--- src/cpu_bus_pkg.sv ---
// constants and types of the multiplexed bus cycle sequencer
`default_nettype none

package cpu_bus_pkg;

    localparam int REG_AW      = 3;
    localparam int REG_DW      = 32;
    localparam int ADDR_W      = 20;
    localparam int DATA_W      = 16;
    localparam int QUEUE_WORDS = 3;   // six bytes as three bus words
    localparam int QPTR_W      = 2;

    // register offsets (word index on the register port)
    localparam logic [2:0] REG_CONFIG = 3'h0;
    localparam logic [2:0] REG_ADDR   = 3'h1;
    localparam logic [2:0] REG_WDATA  = 3'h2;
    localparam logic [2:0] REG_CMD    = 3'h3;
    localparam logic [2:0] REG_RDATA  = 3'h4;
    localparam logic [2:0] REG_STATUS = 3'h5;
    localparam logic [2:0] REG_QUEUE  = 3'h6;
    localparam logic [2:0] REG_JUMP   = 3'h7;

    // field positions
    localparam int CFG_IF_BIT   = 0;
    localparam int CFG_MAX_BIT  = 1;
    localparam int CFG_PF_BIT   = 2;
    localparam int CMD_KIND_LSB = 0;
    localparam int CMD_SEG_LSB  = 3;
    localparam int ST_BUSY_BIT  = 0;
    localparam int ST_PEND_BIT  = 1;
    localparam int ST_DONE_BIT  = 2;
    localparam int ST_QCNT_LSB  = 4;
    localparam int ST_STATE_LSB = 8;
    localparam int QUEUE_VALID_BIT = 16;

    // values after reset, and the fetch address step
    localparam logic [2:0]  CFG_RST   = 3'h4;
    localparam logic [19:0] FETCH_RST = 20'h00000;
    localparam logic [19:0] FETCH_STEP = 20'h00002;

    typedef enum logic [2:0] {
        bus_idle_state      = 3'b000,
        first_cycle_state   = 3'b001,
        second_cycle_state  = 3'b010,
        third_cycle_state   = 3'b011,
        inserted_wait_state = 3'b100,
        final_cycle_state   = 3'b101
    } bus_state_t;

    typedef enum logic [2:0] {
        KIND_MEM_RD = 3'b000,
        KIND_MEM_WR = 3'b001,
        KIND_IO_RD  = 3'b010,
        KIND_IO_WR  = 3'b011,
        KIND_INTA   = 3'b100,
        KIND_FETCH  = 3'b101
    } cycle_kind_t;

    // {segment_status_high, segment_status_low}
    typedef enum logic [1:0] {
        SEG_EXTRA = 2'b00,
        SEG_STACK = 2'b01,
        SEG_CODE  = 2'b10,
        SEG_DATA  = 2'b11
    } segment_t;

endpackage

`default_nettype wire

--- src/prefetch_queue.sv ---
// instruction prefetch queue, three words with registered head
`default_nettype none

module prefetch_queue (
    input  wire logic                          clk_sys,
    input  wire logic                          reset,
    input  wire logic                          flush,
    input  wire logic                          push,
    input  wire logic [cpu_bus_pkg::DATA_W-1:0] push_data,
    input  wire logic                          pop,
    output var  logic [cpu_bus_pkg::DATA_W-1:0] head_r,
    output var  logic [1:0]                    count_r
);
    import cpu_bus_pkg::*;

    logic [DATA_W-1:0] mem [QUEUE_WORDS];
    logic [QPTR_W-1:0] wr_ptr_r;
    logic [QPTR_W-1:0] rd_ptr_r;
    logic [QPTR_W-1:0] rd_nxt;
    logic              pop_ok;
    logic              push_ok;

    function automatic logic [QPTR_W-1:0] inc(input logic [QPTR_W-1:0] p);
        inc = (p == QPTR_W'(QUEUE_WORDS - 1)) ? '0 : p + 1'b1;
    endfunction

    assign pop_ok  = pop && (count_r != 2'd0);
    assign push_ok = push && (count_r != 2'(QUEUE_WORDS) || pop_ok);
    assign rd_nxt  = pop_ok ? inc(rd_ptr_r) : rd_ptr_r;

    genvar i;
    generate
        for (i = 0; i < QUEUE_WORDS; i++) begin : g_entry
            always_ff @(posedge clk_sys) begin
                if (push_ok && !flush && wr_ptr_r == QPTR_W'(i)) begin
                    mem[i] <= push_data;
                end
            end
        end
    endgenerate

    always_ff @(posedge clk_sys) begin
        if (reset || flush) begin
            wr_ptr_r <= '0;
            rd_ptr_r <= '0;
            count_r  <= 2'd0;
        end else begin
            rd_ptr_r <= rd_nxt;
            if (push_ok) begin
                wr_ptr_r <= inc(wr_ptr_r);
            end
            count_r <= count_r + 2'(push_ok) - 2'(pop_ok);
        end
    end

    // write-through keeps the head correct right after a push
    always_ff @(posedge clk_sys) begin
        if (reset) begin
            head_r <= '0;
        end else if (push_ok && wr_ptr_r == rd_nxt) begin
            head_r <= push_data;
        end else begin
            head_r <= mem[rd_nxt];
        end
    end

endmodule

`default_nettype wire

--- src/cpu_bus_cycle.sv ---
// bus cycle sequencer for the multiplexed address/status/data bus
//
// The register offsets and strobed register access were decided locally.
`default_nettype none

module cpu_bus_cycle (
    input  wire logic                          clk_sys,
    input  wire logic                          reset,
    input  wire logic [cpu_bus_pkg::REG_AW-1:0] reg_addr,
    input  wire logic [cpu_bus_pkg::REG_DW-1:0] reg_wdata,
    input  wire logic                          reg_wr,
    input  wire logic                          reg_rd,
    output var  logic [cpu_bus_pkg::REG_DW-1:0] reg_rdata,
    input  wire logic                          bus_ready,
    input  wire logic [cpu_bus_pkg::DATA_W-1:0] ad_in,
    output var  logic [cpu_bus_pkg::DATA_W-1:0] ad_out,
    output var  logic                          ad_oe,
    output var  logic [3:0]                    addr_status_out,
    output var  logic                          addr_latch_strobe,
    output var  logic                          rd_n,
    output var  logic                          wr_n,
    output var  logic                          inta_n,
    output var  logic                          delayed_wr_n,
    output var  logic                          mem_not_io,
    output var  logic                          xcvr_transmit,
    output var  logic                          xcvr_en_n
);
    import cpu_bus_pkg::*;

    bus_state_t        state_r;
    bus_state_t        state_nxt;
    logic [2:0]        cfg_r;
    logic [ADDR_W-1:0] addr_r;
    logic [DATA_W-1:0] wdata_r;
    cycle_kind_t       kind_r;
    segment_t          seg_r;
    logic              pend_r;
    logic              done_r;
    logic [DATA_W-1:0] rdata_cap_r;
    logic [ADDR_W-1:0] fetch_addr_r;
    cycle_kind_t       cyc_kind_r;
    segment_t          cyc_seg_r;
    logic [ADDR_W-1:0] cyc_addr_r;
    logic [DATA_W-1:0] cyc_wdata_r;
    logic              cyc_stale_r;

    logic              wr_cfg;
    logic              wr_cmd;
    logic              wr_jump;
    logic              rd_queue;
    logic              at_boundary;
    logic              start_op;
    logic              start_fetch;
    logic              go;
    logic              capture;
    cycle_kind_t       nk;
    segment_t          nseg;
    logic [ADDR_W-1:0] naddr;
    logic [DATA_W-1:0] nwdata;
    logic              n_write;
    logic              n_io;
    logic              n_rdstb;
    logic              q_push;
    logic              q_pop;
    logic [DATA_W-1:0] q_head;
    logic [1:0]        q_count;
    logic              if_flag;
    logic              max_mode;

    assign if_flag  = cfg_r[CFG_IF_BIT];
    assign max_mode = cfg_r[CFG_MAX_BIT];
    assign wr_cfg   = reg_wr && reg_addr == REG_CONFIG;
    assign wr_cmd   = reg_wr && reg_addr == REG_CMD;
    assign wr_jump  = reg_wr && reg_addr == REG_JUMP;
    assign rd_queue = reg_rd && reg_addr == REG_QUEUE;

    // a new cycle may begin from idle or straight after a final state
    assign at_boundary = state_r == bus_idle_state
                      || state_r == final_cycle_state;
    assign start_op    = pend_r;
    assign start_fetch = !pend_r && cfg_r[CFG_PF_BIT] && !wr_jump
                      && q_count < 2'(QUEUE_WORDS);
    assign go          = at_boundary && (start_op || start_fetch);

    // data sampled on the edge that ends the last third or wait state
    assign capture = (state_r == third_cycle_state
                   || state_r == inserted_wait_state)
                  && bus_ready;

    // cycle attributes as seen from the next state onward
    always_comb begin
        nk     = cyc_kind_r;
        nseg   = cyc_seg_r;
        naddr  = cyc_addr_r;
        nwdata = cyc_wdata_r;
        if (go && start_op) begin
            nk     = kind_r;
            nseg   = seg_r;
            naddr  = addr_r;
            nwdata = wdata_r;
        end else if (go) begin
            nk     = KIND_FETCH;
            nseg   = SEG_CODE;
            naddr  = fetch_addr_r;
            nwdata = cyc_wdata_r;
        end
    end

    assign n_write = nk == KIND_MEM_WR || nk == KIND_IO_WR;
    assign n_io    = nk == KIND_IO_RD || nk == KIND_IO_WR;
    assign n_rdstb = nk == KIND_MEM_RD || nk == KIND_IO_RD
                  || nk == KIND_FETCH;

    always_comb begin
        state_nxt = state_r;
        case (state_r)
            bus_idle_state: begin
                if (go) begin
                    state_nxt = first_cycle_state;
                end
            end
            first_cycle_state: begin
                state_nxt = second_cycle_state;
            end
            second_cycle_state: begin
                state_nxt = third_cycle_state;
            end
            third_cycle_state, inserted_wait_state: begin
                // not-ready holds the cycle in wait states
                state_nxt = bus_ready ? final_cycle_state
                                      : inserted_wait_state;
            end
            final_cycle_state: begin
                state_nxt = go ? first_cycle_state : bus_idle_state;
            end
            default: begin
                state_nxt = bus_idle_state;
            end
        endcase
    end

    always_ff @(posedge clk_sys) begin
        if (reset) begin
            state_r <= bus_idle_state;
        end else begin
            state_r <= state_nxt;
        end
    end

    // software registers
    always_ff @(posedge clk_sys) begin
        if (reset) begin
            cfg_r   <= CFG_RST;
            addr_r  <= '0;
            wdata_r <= '0;
        end else if (reg_wr) begin
            if (wr_cfg) begin
                cfg_r <= reg_wdata[2:0];
            end
            if (reg_addr == REG_ADDR) begin
                addr_r <= reg_wdata[ADDR_W-1:0];
            end
            if (reg_addr == REG_WDATA) begin
                wdata_r <= reg_wdata[DATA_W-1:0];
            end
        end
    end

    // one pending operand request; a command while pending is dropped
    always_ff @(posedge clk_sys) begin
        if (reset) begin
            pend_r <= 1'b0;
            kind_r <= KIND_MEM_RD;
            seg_r  <= SEG_DATA;
        end else if (wr_cmd && !pend_r) begin
            pend_r <= 1'b1;
            kind_r <= cycle_kind_t'(reg_wdata[CMD_KIND_LSB +: 3]);
            seg_r  <= segment_t'(reg_wdata[CMD_SEG_LSB +: 2]);
        end else if (go && start_op) begin
            pend_r <= 1'b0;
        end
    end

    // done flag: cleared by a new command, but a finishing cycle wins
    always_ff @(posedge clk_sys) begin
        if (reset) begin
            done_r <= 1'b0;
        end else if (state_r == final_cycle_state
                  && cyc_kind_r != KIND_FETCH) begin
            done_r <= 1'b1;
        end else if (wr_cmd && !pend_r) begin
            done_r <= 1'b0;
        end
    end

    // latched cycle attributes
    always_ff @(posedge clk_sys) begin
        if (reset) begin
            cyc_kind_r  <= KIND_FETCH;
            cyc_seg_r   <= SEG_CODE;
            cyc_addr_r  <= '0;
            cyc_wdata_r <= '0;
        end else if (go) begin
            cyc_kind_r  <= nk;
            cyc_seg_r   <= nseg;
            cyc_addr_r  <= naddr;
            cyc_wdata_r <= nwdata;
        end
    end

    // fetch pointer and discard of a fetch in flight
    always_ff @(posedge clk_sys) begin
        if (reset) begin
            fetch_addr_r <= FETCH_RST;
            cyc_stale_r  <= 1'b0;
        end else if (wr_jump) begin
            fetch_addr_r <= reg_wdata[ADDR_W-1:0];
            cyc_stale_r  <= state_r != bus_idle_state
                         && cyc_kind_r == KIND_FETCH;
        end else if (go) begin
            cyc_stale_r <= 1'b0;
            if (!start_op) begin
                fetch_addr_r <= fetch_addr_r + FETCH_STEP;
            end
        end
    end

    // read capture for operand and acknowledge cycles
    always_ff @(posedge clk_sys) begin
        if (reset) begin
            rdata_cap_r <= '0;
        end else if (capture && cyc_kind_r != KIND_FETCH
                  && cyc_kind_r != KIND_MEM_WR
                  && cyc_kind_r != KIND_IO_WR) begin
            rdata_cap_r <= ad_in;
        end
    end

    assign q_push = capture && cyc_kind_r == KIND_FETCH
                 && !cyc_stale_r && !wr_jump;
    assign q_pop  = rd_queue;

    prefetch_queue u_queue (
        .clk_sys   (clk_sys),
        .reset     (reset),
        .flush     (wr_jump),
        .push      (q_push),
        .push_data (ad_in),
        .pop       (q_pop),
        .head_r    (q_head),
        .count_r   (q_count)
    );

    // register read data, valid the cycle after the strobe
    always_ff @(posedge clk_sys) begin
        if (reset) begin
            reg_rdata <= '0;
        end else if (reg_rd) begin
            reg_rdata <= '0;
            case (reg_addr)
                REG_CONFIG: reg_rdata[2:0] <= cfg_r;
                REG_ADDR:   reg_rdata[ADDR_W-1:0] <= addr_r;
                REG_WDATA:  reg_rdata[DATA_W-1:0] <= wdata_r;
                REG_CMD: begin
                    reg_rdata[CMD_KIND_LSB +: 3] <= kind_r;
                    reg_rdata[CMD_SEG_LSB +: 2]  <= seg_r;
                end
                REG_RDATA:  reg_rdata[DATA_W-1:0] <= rdata_cap_r;
                REG_STATUS: begin
                    reg_rdata[ST_BUSY_BIT] <= state_r != bus_idle_state;
                    reg_rdata[ST_PEND_BIT] <= pend_r;
                    reg_rdata[ST_DONE_BIT] <= done_r;
                    reg_rdata[ST_QCNT_LSB +: 2]  <= q_count;
                    reg_rdata[ST_STATE_LSB +: 3] <= state_r;
                end
                REG_QUEUE: begin
                    reg_rdata[DATA_W-1:0]     <= q_head;
                    reg_rdata[QUEUE_VALID_BIT] <= q_count != 2'd0;
                end
                REG_JUMP:   reg_rdata[ADDR_W-1:0] <= fetch_addr_r;
                default:    reg_rdata <= '0;
            endcase
        end
    end

    // pins, set on the edge that enters each state
    always_ff @(posedge clk_sys) begin
        if (reset) begin
            ad_out            <= '0;
            ad_oe             <= 1'b0;
            addr_status_out   <= 4'h0;
            addr_latch_strobe <= 1'b0;
            rd_n              <= 1'b1;
            wr_n              <= 1'b1;
            inta_n            <= 1'b1;
            delayed_wr_n      <= 1'b1;
            mem_not_io        <= 1'b1;
            xcvr_transmit     <= 1'b0;
            xcvr_en_n         <= 1'b1;
        end else begin
            case (state_nxt)
                first_cycle_state: begin
                    addr_latch_strobe <= 1'b1;
                    ad_out <= naddr[DATA_W-1:0];
                    ad_oe  <= 1'b1;
                    // io space has only sixteen address bits
                    addr_status_out <= n_io ? 4'h0
                                            : naddr[19:16];
                    mem_not_io    <= !n_io;
                    xcvr_transmit <= n_write;
                    // outbound data may open the transceiver at once
                    xcvr_en_n <= !(n_write && !max_mode);
                end
                second_cycle_state: begin
                    addr_latch_strobe <= 1'b0;
                    ad_out <= n_write ? nwdata : ad_out;
                    ad_oe  <= n_write;
                    addr_status_out <= {1'b0, if_flag,
                                        nseg[1], nseg[0]};
                    rd_n   <= !n_rdstb;
                    wr_n   <= !n_write;
                    inta_n <= nk != KIND_INTA;
                    xcvr_en_n <= 1'b0;
                end
                third_cycle_state, inserted_wait_state: begin
                    // status and data lines hold their second-state values
                    delayed_wr_n <= !(n_write && max_mode);
                end
                final_cycle_state: begin
                    rd_n         <= 1'b1;
                    wr_n         <= 1'b1;
                    inta_n       <= 1'b1;
                    delayed_wr_n <= 1'b1;
                    xcvr_en_n    <= 1'b1;
                end
                bus_idle_state: begin
                    // status and write data stay; a read left the bus off
                    ad_oe <= ad_oe && xcvr_transmit;
                end
                default: begin
                    ad_oe <= 1'b0;
                end
            endcase
        end
    end

endmodule

`default_nettype wire

--- config.mk ---
export PLATFORM = sky130hd
export DESIGN_NAME = cpu_bus_cycle
export DESIGN_NICKNAME = d
export VERILOG_FILES = /design/src/cpu_bus_pkg.sv /design/src/prefetch_queue.sv /design/src/cpu_bus_cycle.sv
export SDC_FILE = /design/constraint.sdc
export NUM_CORES = 1
export LEC_CHECK = 0
export BUFFER_PORTS_ARGS = -buffer_cell sky130_fd_sc_hd__buf_2
export CAP_MARGIN = 20
export CORE_MARGIN = 1
export CORE_UTILIZATION = 36
export CTS_BUF_LIST = sky130_fd_sc_hd__clkbuf_8
export DETAILED_ROUTE_END_ITERATION = 6
export GPL_ROUTABILITY_DRIVEN = 0
export GPL_TIMING_DRIVEN = 0
export SLEW_MARGIN = 10
export SYNTH_ARGS = -nofsm -noshare
export SYNTH_HDL_FRONTEND = slang
export SYNTH_SLANG_ARGS = --single-unit
--- constraint.sdc ---
create_clock -name clk_sys -period 2.75 [get_ports clk_sys]
set_input_delay 0.4125 -clock clk_sys [delete_from_list [all_inputs] [get_ports clk_sys]]
set_output_delay 0.4125 -clock clk_sys [all_outputs]
set_load 0.05 [all_outputs]
Word-level counts from Yosys, hierarchy flattened --
Memories as Yosys holds them, arrays and structs flattened. Cells that the tools add are included.
Storage, ports and cells: register bits 198, latch bits 0, RAM bits 48, bits in read-only memories 0, bits of input ports 56, output and inout bits 61, memories kept 1
Operators by class: add/sub/neg operators 5, multiply operators 0, div/mod/pow operators 0, $lt $le $gt $ge 1, equal/unequal tests 33, shift operators 0, multiplexer cells 56, bitwise logic cells 0, reduce and logical (&&, ||, !) cells 71
Memory list:
- u_queue.mem | depth 3, bits a word 16, read ports 1, clocked after Yosys merged registers in 0, wr ports 1, line prefetch_queue.sv:16 | logic [DATA_W-1:0] mem [QUEUE_WORDS];
Operator list (count):
- 20-bit two-way mux | 5
- 16-bit two-way mux | 5
- 16-bit one-hot mux with 2 select lines | 1
- 16-bit OR reduction | 2
- 3-bit == test, second input constant | 10
- 1-bit logical AND | 29
- 5-bit one-hot mux with 5 select lines | 1
- 3-bit by 2-bit == test with 1-bit output, second input constant | 8
- 3-bit one-hot mux with 8 select lines | 1
- 20-bit by 2-bit adder with 20-bit output, second input constant | 1
- 3-bit one-hot mux with 6 select lines | 1
- 1-bit two-way mux | 16
- 3-bit one-hot mux with 5 select lines | 1
- 2-bit two-way mux | 7
- 2-bit nonzero test | 7
- 3-bit by 1-bit == test with 1-bit output, second input constant | 4
- 3-bit logical NOT | 4
- 1-bit one-hot mux with 6 select lines | 2
- 1-bit one-hot mux with 2 select lines | 5
- 2-bit one-hot mux with 5 select lines | 1
- 2-bit AND reduction | 5
- 1-bit logical NOT | 9
- 1-bit logical OR | 9
- 3-bit two-way mux | 3
- other kinds (22) | 29

Longest topological paths before layout --
Gate-level depths: netlist of run 1.
word-level depth 14, mapped depth 10, gate-level depth less buffers 9

Modules after synthesis --
From an unflattened synthesis of run 1, not the netlist that was laid out.
Second synthesis, totals: cells, all modules 1216, area total of the unflattened synthesis 11438.5 sq um
Modules (own cells, without submodules):
- cpu_bus_cycle | times used 1, cells each 940, area each 8077.7 sq um, seq. area each 3503.4 sq um
- prefetch_queue | times used 1, cells each 276, area each 3360.7 sq um, seq. area each 1881.8 sq um

Least setup slack after synthesis of run 1 --
OpenSTA, ideal clock, no wires.
kind input to register, start in reg_addr[0] (netlist bit), end mem u_queue.mem[0][0], enable pin, data arrival time 2.190 ns, slack 0.196 ns, stages 7, buffers on the path 2, path through buf_6 nand4b_4 and3_1 or4_4 clkbuf_2 or3_1 inv_1
Between the ends: cells in the longest elaborated chain, start to end 12
Ends and longest elaborated chain:
- start: declaration | line cpu_bus_cycle.sv:9 | input wire logic [cpu_bus_pkg::REG_AW-1:0] reg_addr,
- 3-bit == test, on equally long branches | line cpu_bus_cycle.sv:74, cpu_bus_cycle.sv:75
- 1-bit logical AND, on equally long branches | line cpu_bus_cycle.sv:74, cpu_bus_cycle.sv:75
- 1-bit logical NOT / 1-bit logical AND (equally long branches) | line prefetch_queue.sv:35, cpu_bus_cycle.sv:240, prefetch_queue.sv:27
- 1-bit logical AND / 1-bit logical OR (equally long branches) | line cpu_bus_cycle.sv:240, prefetch_queue.sv:28
- 1-bit logical AND | line prefetch_queue.sv:28 | assign push_ok = push && (count_r != 2'(QUEUE_WORDS) || pop_ok);
- 1-bit logical AND (*) | line prefetch_queue.sv:35 | if (push_ok && !flush && wr_ptr_r == QPTR_W'(i)) begin
- 1-bit logical AND | line prefetch_queue.sv:35
- 1-bit two-way mux | line prefetch_queue.sv:35
- 1-bit two-way mux (implied by the code) | line prefetch_queue.sv:36 | mem[i] <= push_data;
- 16-bit OR reduction (no line)
- 2-bit two-way mux (no line) / 1-bit two-way mux (equally long branches) (2 in series)
- end: declaration | line prefetch_queue.sv:16
Every way passes the cells marked *; elsewhere a longest branch is shown, timed or not.

Worst setup path in the final report of run 1 --
start reg state_r[0], end mem u_queue.mem[0][3], enable pin
Between the ends: cells in the longest elaborated chain, start to end 14
Ends and longest elaborated chain:
- start: declaration | line cpu_bus_cycle.sv:30 | bus_state_t state_r;
- start signal: assignment | line cpu_bus_cycle.sv:144 | state_r <= bus_idle_state;
- start signal: assignment | line cpu_bus_cycle.sv:146 | state_r <= state_nxt;
- 3-bit by 2-bit == test with 1-bit output / 3-bit == test (equally long branches) | line cpu_bus_cycle.sv:86, cpu_bus_cycle.sv:87
- 1-bit logical OR (*) | line cpu_bus_cycle.sv:87 | || state_r == inserted_wait_state)
- 1-bit logical AND (*) | line cpu_bus_cycle.sv:88 | && bus_ready;
- 1-bit logical AND (*) | line cpu_bus_cycle.sv:239 | assign q_push = capture && cyc_kind_r == KIND_FETCH
- 1-bit logical AND (*) (2 in series) | line cpu_bus_cycle.sv:240 | && !cyc_stale_r && !wr_jump;
- 1-bit logical AND (*) | line prefetch_queue.sv:28
- 1-bit logical AND (*) | line prefetch_queue.sv:35
- 1-bit logical AND | line prefetch_queue.sv:35
- 1-bit two-way mux | line prefetch_queue.sv:35
- 1-bit two-way mux (implied by the code) | line prefetch_queue.sv:36
- 16-bit OR reduction (no line)
- 2-bit two-way mux (no line) / 1-bit two-way mux (equally long branches) (2 in series)
Marks and branches as above.

==> results of run 1 <==
kinds of logic after synthesis:
kind of cell / share of synthesized area [%]
buffers and inverters: 5.41
XOR/XNOR: 0.610
adder cells (fa/ha/maj): 0.327
AND/OR/NAND/NOR: 20.2
multiplexers: 7.85
flip-flops: 46.3
AO/OA/AOI/OAI: 19.2
other: 0.0326
cell usage in the layout, fill, tap and decap left out, types with 17 or more instances in the layout:
cell type,count
clkbuf_1,68
or2_2,20
o21ai_0,20
nand2b_1,27
nand3_1,27
nand2_1,168
inv_1,31
nand4_1,24
mux4_2,17
a32o_1,18
a221oi_1,24
a21oi_1,108
dfxtp_1,194
edfxtp_1,48
nor2_1,115
mux2i_1,35
clkbuf_8,55
nor3_1,33
buf_2,110
where the power goes:
group | internal [mW] | leakage (nW) | switching [mW]
Sequential | 3.91 | 2.01 | 0.216
Combinational | 0.989 | 2.61 | 2.36
Clock | 1.79 | 0.500 | 1.51
repair_timing:
action / 4_1_cts / 5_1_grt
setup buffers: 4 / 0
endpoints found under the setup margin: 48 / 45
resized for setup: 3 / 4
worst register-to-register path: stages (launching register included):
cell        delay (ns)
dfxtp_1           0.31
buf_6             0.16
nor3b_2           0.25
o21ai_2           0.18
or4_4             0.56
clkbuf_2          0.21
or3_1             0.39
clkinvlp_4        0.12
buf_12            0.14
routing by layer:
layer	up-vias	global-route usage (%)	wire, microns
met5	-	0	0
met4	0	8.34	1220
met3	86	4.04	2800
met2	430	37.5	17500
met1	5197	33.0	17300
li1	4874	-	-
layout make-up:
class,instances,share of cell area (%)
Inverter,19,0.588
Buffer,117,4.11
Timing Repair Buffer,95,3.80
Clock buffer,55,5.64
Sequential cell,242,39.7
Multi-Input combinational cell,885,41.7
Tap cell,402,3.75
Clock inverter,22,0.690
path summary, 6_finish.rpt:
check	end	cells past startpoint	slack [ns]
setup / recovery	u_queue.mem[0][3]	8	0.13
setup reg to reg	u_queue.mem[0][3]	8	0.13
hold reg to reg	cyc_wdata_r[8]	2	0.46
hold / removal	u_queue.mem[0][11]	1	0.12
flip-flops by register name (all words and copies together) (netlist names), 2 cells and up:
name	flops
ad_out	16
addr_r	20
addr_status_out	4
cfg_r	3
cyc_addr_r	16
cyc_kind_r	3
cyc_seg_r	2
cyc_wdata_r	16
fetch_addr_r	20
kind_r	3
rdata_cap_r	16
reg_rdata	20
seg_r	2
state_r	3
u_queue.count_r	2
u_queue.head_r	16
u_queue.mem	48
u_queue.rd_ptr_r	2
u_queue.wr_ptr_r	2
wdata_r	16
stage by stage:
| step | setup TNS [ns] | hold WS [ns] | instances |
|---|---|---|---|
| floorplan | 0 | 0.437 | 1263 |
| global placement | -14.41 | 0.447 | 1756 |
| detailed placement | -15.92 | 0.450 | 1756 |
| CTS | 0 | 0.101 | 1837 |
| global route | 0 | 0.117 | 1837 |
| finish | 0 | 0.120 | 1837 |
==> metrics, run 1 <==
max cap viols 0; slowest stage delay, CP 0.56 ns; number of flops mapped to enable cells by yosys 48; clk_lat worst skew 0.56 ns; Max Slew Vio Count 0; Initial Utilization 36.5%; hold_sp ad_in[11]; die area 32600 sq um; Hold WC Path Type in -> reg; CTS Sinks 242; Synth area leaders dfxtp_1 34%, edfxtp_1 13%, nand2_1 5.5%; Worst EP required 3.00 ns; Worst Tran Pin Value 1.05 ns; Pwr Total 10.8 mW; vias per inst 5.76; Nets 1461; clock tree buffer depth 3; Register Area 5330 sq um; grt ovf 0; antenna violations before repair 0; largest net degree at the start of global routing 17; Worst setup EP type register; global-route wire length before repair 60000 microns; WP buf/inv 4; startpoint types register; Final ANT Viol Nets 0; Reg-to-Reg Start state_r[0]; drt initial violations 1038; clk_skew 0.0216 ns; Placed Area 12500 sq um; fraction of registers with async set/reset 0%; number of buffers created by CTS 42; outcome finished with violations; failing checks design-rule violations; Syn Inst Count 1252; Final Hold Vio Count 0; Leak 5.12 nW; drt first pass iters 7; Setup CP Type reg -> reg; clk slew on worst S/H paths 0.06 ns; post-place setup slack -0.383 ns; Final min period 2.62 ns; part of the cycle the worst path needs 95.1%; Yosys cell types 78; f_max 382 MHz; peak supply drop 312 uV; Worst Setup SP state_r[0]; most frequent cells after synthesis 194 x dfxtp_1, 168 x nand2_1, 116 x nor2_1; final setup fails 0; CTS tree built; htree depth 2; Crit-path slowest cell or4_4; top fanout value on the critical path 13; DIE HEIGHT 181 microns; Final WS setup 0.134 ns; layout cells sized above 1 18.7%; final std cell area, no fill 13400 sq um; normalized max-slew margin 29.6%; DP HPWL 29300 microns; utilization after layout 42.6%; pwr dens 803 nW/um^2; vias in the first global route 9993; PortBufs 91; Seq/Total Area, Yosys 46.3%; Filler cells 3124; drt total wl 38900 microns; Synth warnings 0; delay-heaviest family, CP simple AND/OR/NAND/NOR gates; core region area 31500 sq um; Total GRT Usage 23.9%; drt drc 2; CTS Hold Bufs 0; routed via count 10600; unrepaired setup endpoints after global routing no; ANT cells 0; Syn Area/Cell 9.18 sq um; DR WL/cell 21.2 microns; mapped cell area 11500 sq um; critical-path cell list buf_6, nor3b_2, o21ai_2, or4_4, clkbuf_2, or3_1, clkinvlp_4, buf_12; ys flop type dfxtp_1; Area growth syn-to-layout 16.8%; FF+latch count, synth 242; worst path arrival time 2.86 ns; clk root buf clkbuf_8; Core Rows 65; most frequently used cell type in the post-synthesis netlist dfxtp_1; Die X 181 microns; area of the multi-input gates 5600 sq um; share of the synthesized area in the top cell type 33.8%; area leader, netlist dfxtp_1; IO Pins 117
Note: power is estimated with default switching activity, not from simulation.
==> run 2: changes to the inputs <==
--- a/config.mk
+++ b/config.mk
@@ -5,6 +5,7 @@
 export SDC_FILE = /design/constraint.sdc
 export NUM_CORES = 1
 export LEC_CHECK = 0
+export ABC_AREA = 1
 export BUFFER_PORTS_ARGS = -buffer_cell sky130_fd_sc_hd__buf_2
 export CAP_MARGIN = 20
 export CORE_MARGIN = 1
==> metrics, run 2 <==
delay-heaviest family, CP buffers and inverters; Worst setup EP type register; Final ANT Viol Nets 0; Final WS setup 0.186 ns; drt first pass iters 7; share of the synthesized area in the top cell type 35.0%; Worst Tran Pin Value 0.878 ns; utilization after layout 42.7%; met3 GRT Util 3.14%; slowest stage delay, CP 0.49 ns; outcome finished with violations; Hold WC Path Type in -> reg; reg2reg path depth 8; layout cells sized above 1 13.3%; Synth area leaders dfxtp_1 35%, nand2_1 13%, edfxtp_1 13%; most frequent cells in the layout 398 x nand2_1, 218 x inv_1, 198 x dfxtp_1; area of the multi-input gates 4750 sq um; Max Slew Vio Count 0; routed via count 10800; ANT cells 0; Syn Inst Count 1545; most frequently used cell type in the post-synthesis netlist nand2_1; Leak 5.95 nW; Final min period 2.56 ns; max cap viols 0; Core Rows 64; vias per inst 5.11; part of the cycle the worst path needs 93.3%; PortBufs 91; core region area 30700 sq um; htree depth 2; fraction of registers with async set/reset 0%; CP Depth 8; CTS Sinks 246; global-route wire length before repair 58000 microns; ys flop type dfxtp_1; Yosys cell types 43; Total GRT Usage 23.3%; Area growth syn-to-layout 15.8%; WP buf/inv 3; clk_lat worst skew 0.57 ns; Crit-path slowest cell inv_1; die area 32200 sq um; final std cell area, no fill 13100 sq um; drt initial violations 1115; FF+latch count, synth 246; number of buffers created by CTS 42; DR WL/cell 17.7 microns; Placed Area 12300 sq um; pwr dens 786 nW/um^2; IO Pins 117; vias in the first global route 10300; GR peak layer met2; critical-path cell list inv_1, o21ai_1, o21ai_1, nor2_4, nand3_2, inv_1, nand3_1, inv_1; DP HPWL 28600 microns; antenna violations before repair 0; normalized max-slew margin 41.5%; largest net degree at the start of global routing 17; Seq/Total Area, Yosys 47.7%; Biggest register u_queue.mem; worst path arrival time 2.75 ns; Setup CP Type reg -> reg; peak supply drop 373 uV; max reg flops 48; Synth warnings 0; most frequent cells after synthesis 398 x nand2_1, 198 x dfxtp_1, 198 x inv_1; clock tree buffer depth 3; drt drc 12; Register Area 5410 sq um; Initial Utilization 36.8%; clk root buf clkbuf_8; DIE HEIGHT 179 microns; area leader, netlist dfxtp_1; Worst path most repeated cell inv_1; top fanout value on the critical path 16; drt total wl 37600 microns; clk_skew 0.0307 ns; Worst EP required 2.94 ns; clk slew on worst S/H paths 0.06 ns; f_max 390 MHz; failing checks design-rule violations; final setup fails 0; unrepaired setup endpoints after global routing no; hold path cells 1; Final Hold Vio Count 0; Nets 1751; R2R setup slack 0.19 ns; startpoint types register; mapped cell area 11300 sq um; most common cell after layout, fill and taps aside nand2_1; number of flops mapped to enable cells by yosys 48; Syn Area/Cell 7.33 sq um; grt ovf 0; met1 Track Usage GR 31.9%; met2 Track Usage GR 36.8%; Post-CTS Setup Inserts 0; CTS tree built; Filler cells 3253; post-place setup slack 0.147 ns; Die X 179 microns
[run 2: changes by cell type in the layout (fill, tap and decap cells not counted), sizes merged, moves of 17 or more]
cell and delta:
mux4 -17, a21oi -24, nand2 +236, clkbuf -39, mux2i -35, inv +194, nand2b -27, nor3 -27
o21ai +76, nor2 +82, nand3 +67, a32o -18, a221oi -24
[run 2: final timing paths]
path	start	to
worst min-delay path	ad_in[4]	u_queue.mem[0][4]
worst max register to register	state_r[0]	u_queue.mem[1][8]
worst max-delay path	state_r[0]	u_queue.mem[1][8]
worst min register to register	reg_rdata[14]	reg_rdata[14]
[run 2: area by class of cell]
class / instances / area share, %
flip-flops and latches: 246 / 41.2
well taps: 396 / 3.78
clock buffers: 48 / 5.04
repair buffers: 92 / 3.53
multi-input cells: 1020 / 36.2
clock inverters: 28 / 0.906
plain buffers: 84 / 3.44
inverters: 206 / 5.92
[run 2: repair_timing]
item                                    4_1_cts  5_1_grt
hold buffers                                  0        0
resized for setup                             0        1
endpoints found under the setup margin        0       16
[run 2: kinds of logic after synthesis]
kind of cell    share of synthesized area, %
xor+xnor                               0.928
flops                                   47.7
buf+inv                                 10.8
fa+ha+maj                              0.331
compound gates                          13.0
other cells                           0.0331
simple gates                            27.2
[run 2: power by group]
part,switching (mW),internal [mW]
sequential,0.183,4.00
clock,1.51,1.59
combinational,2.24,0.781
total,3.94,6.37
[run 2: per-stage QoR]
stage / TNS, ns / hold slack, ns / cells / power, mW
after floorplan: 0 / 0.425 / 1556 / 6.35
after global placement: -10.51 / 0.446 / 2043 / 7.22
after detailed placement: 0 / 0.449 / 2044 / 7.24
after CTS: 0 / 0.0578 / 2120 / 10.3
after global routing: 0 / 0.0719 / 2120 / 10.8
final: 0 / 0.0748 / 2120 / 10.3
[run 2: routing by layer]
| layer | share of wire (%) | up-vias |
|---|---|---|
| met4 | 4.3 | 0 |
| met5 | 0 | - |
| met1 | 45 | 5045 |
| li1 | - | 5233 |
| met2 | 44 | 459 |
| met3 | 7.6 | 100 |
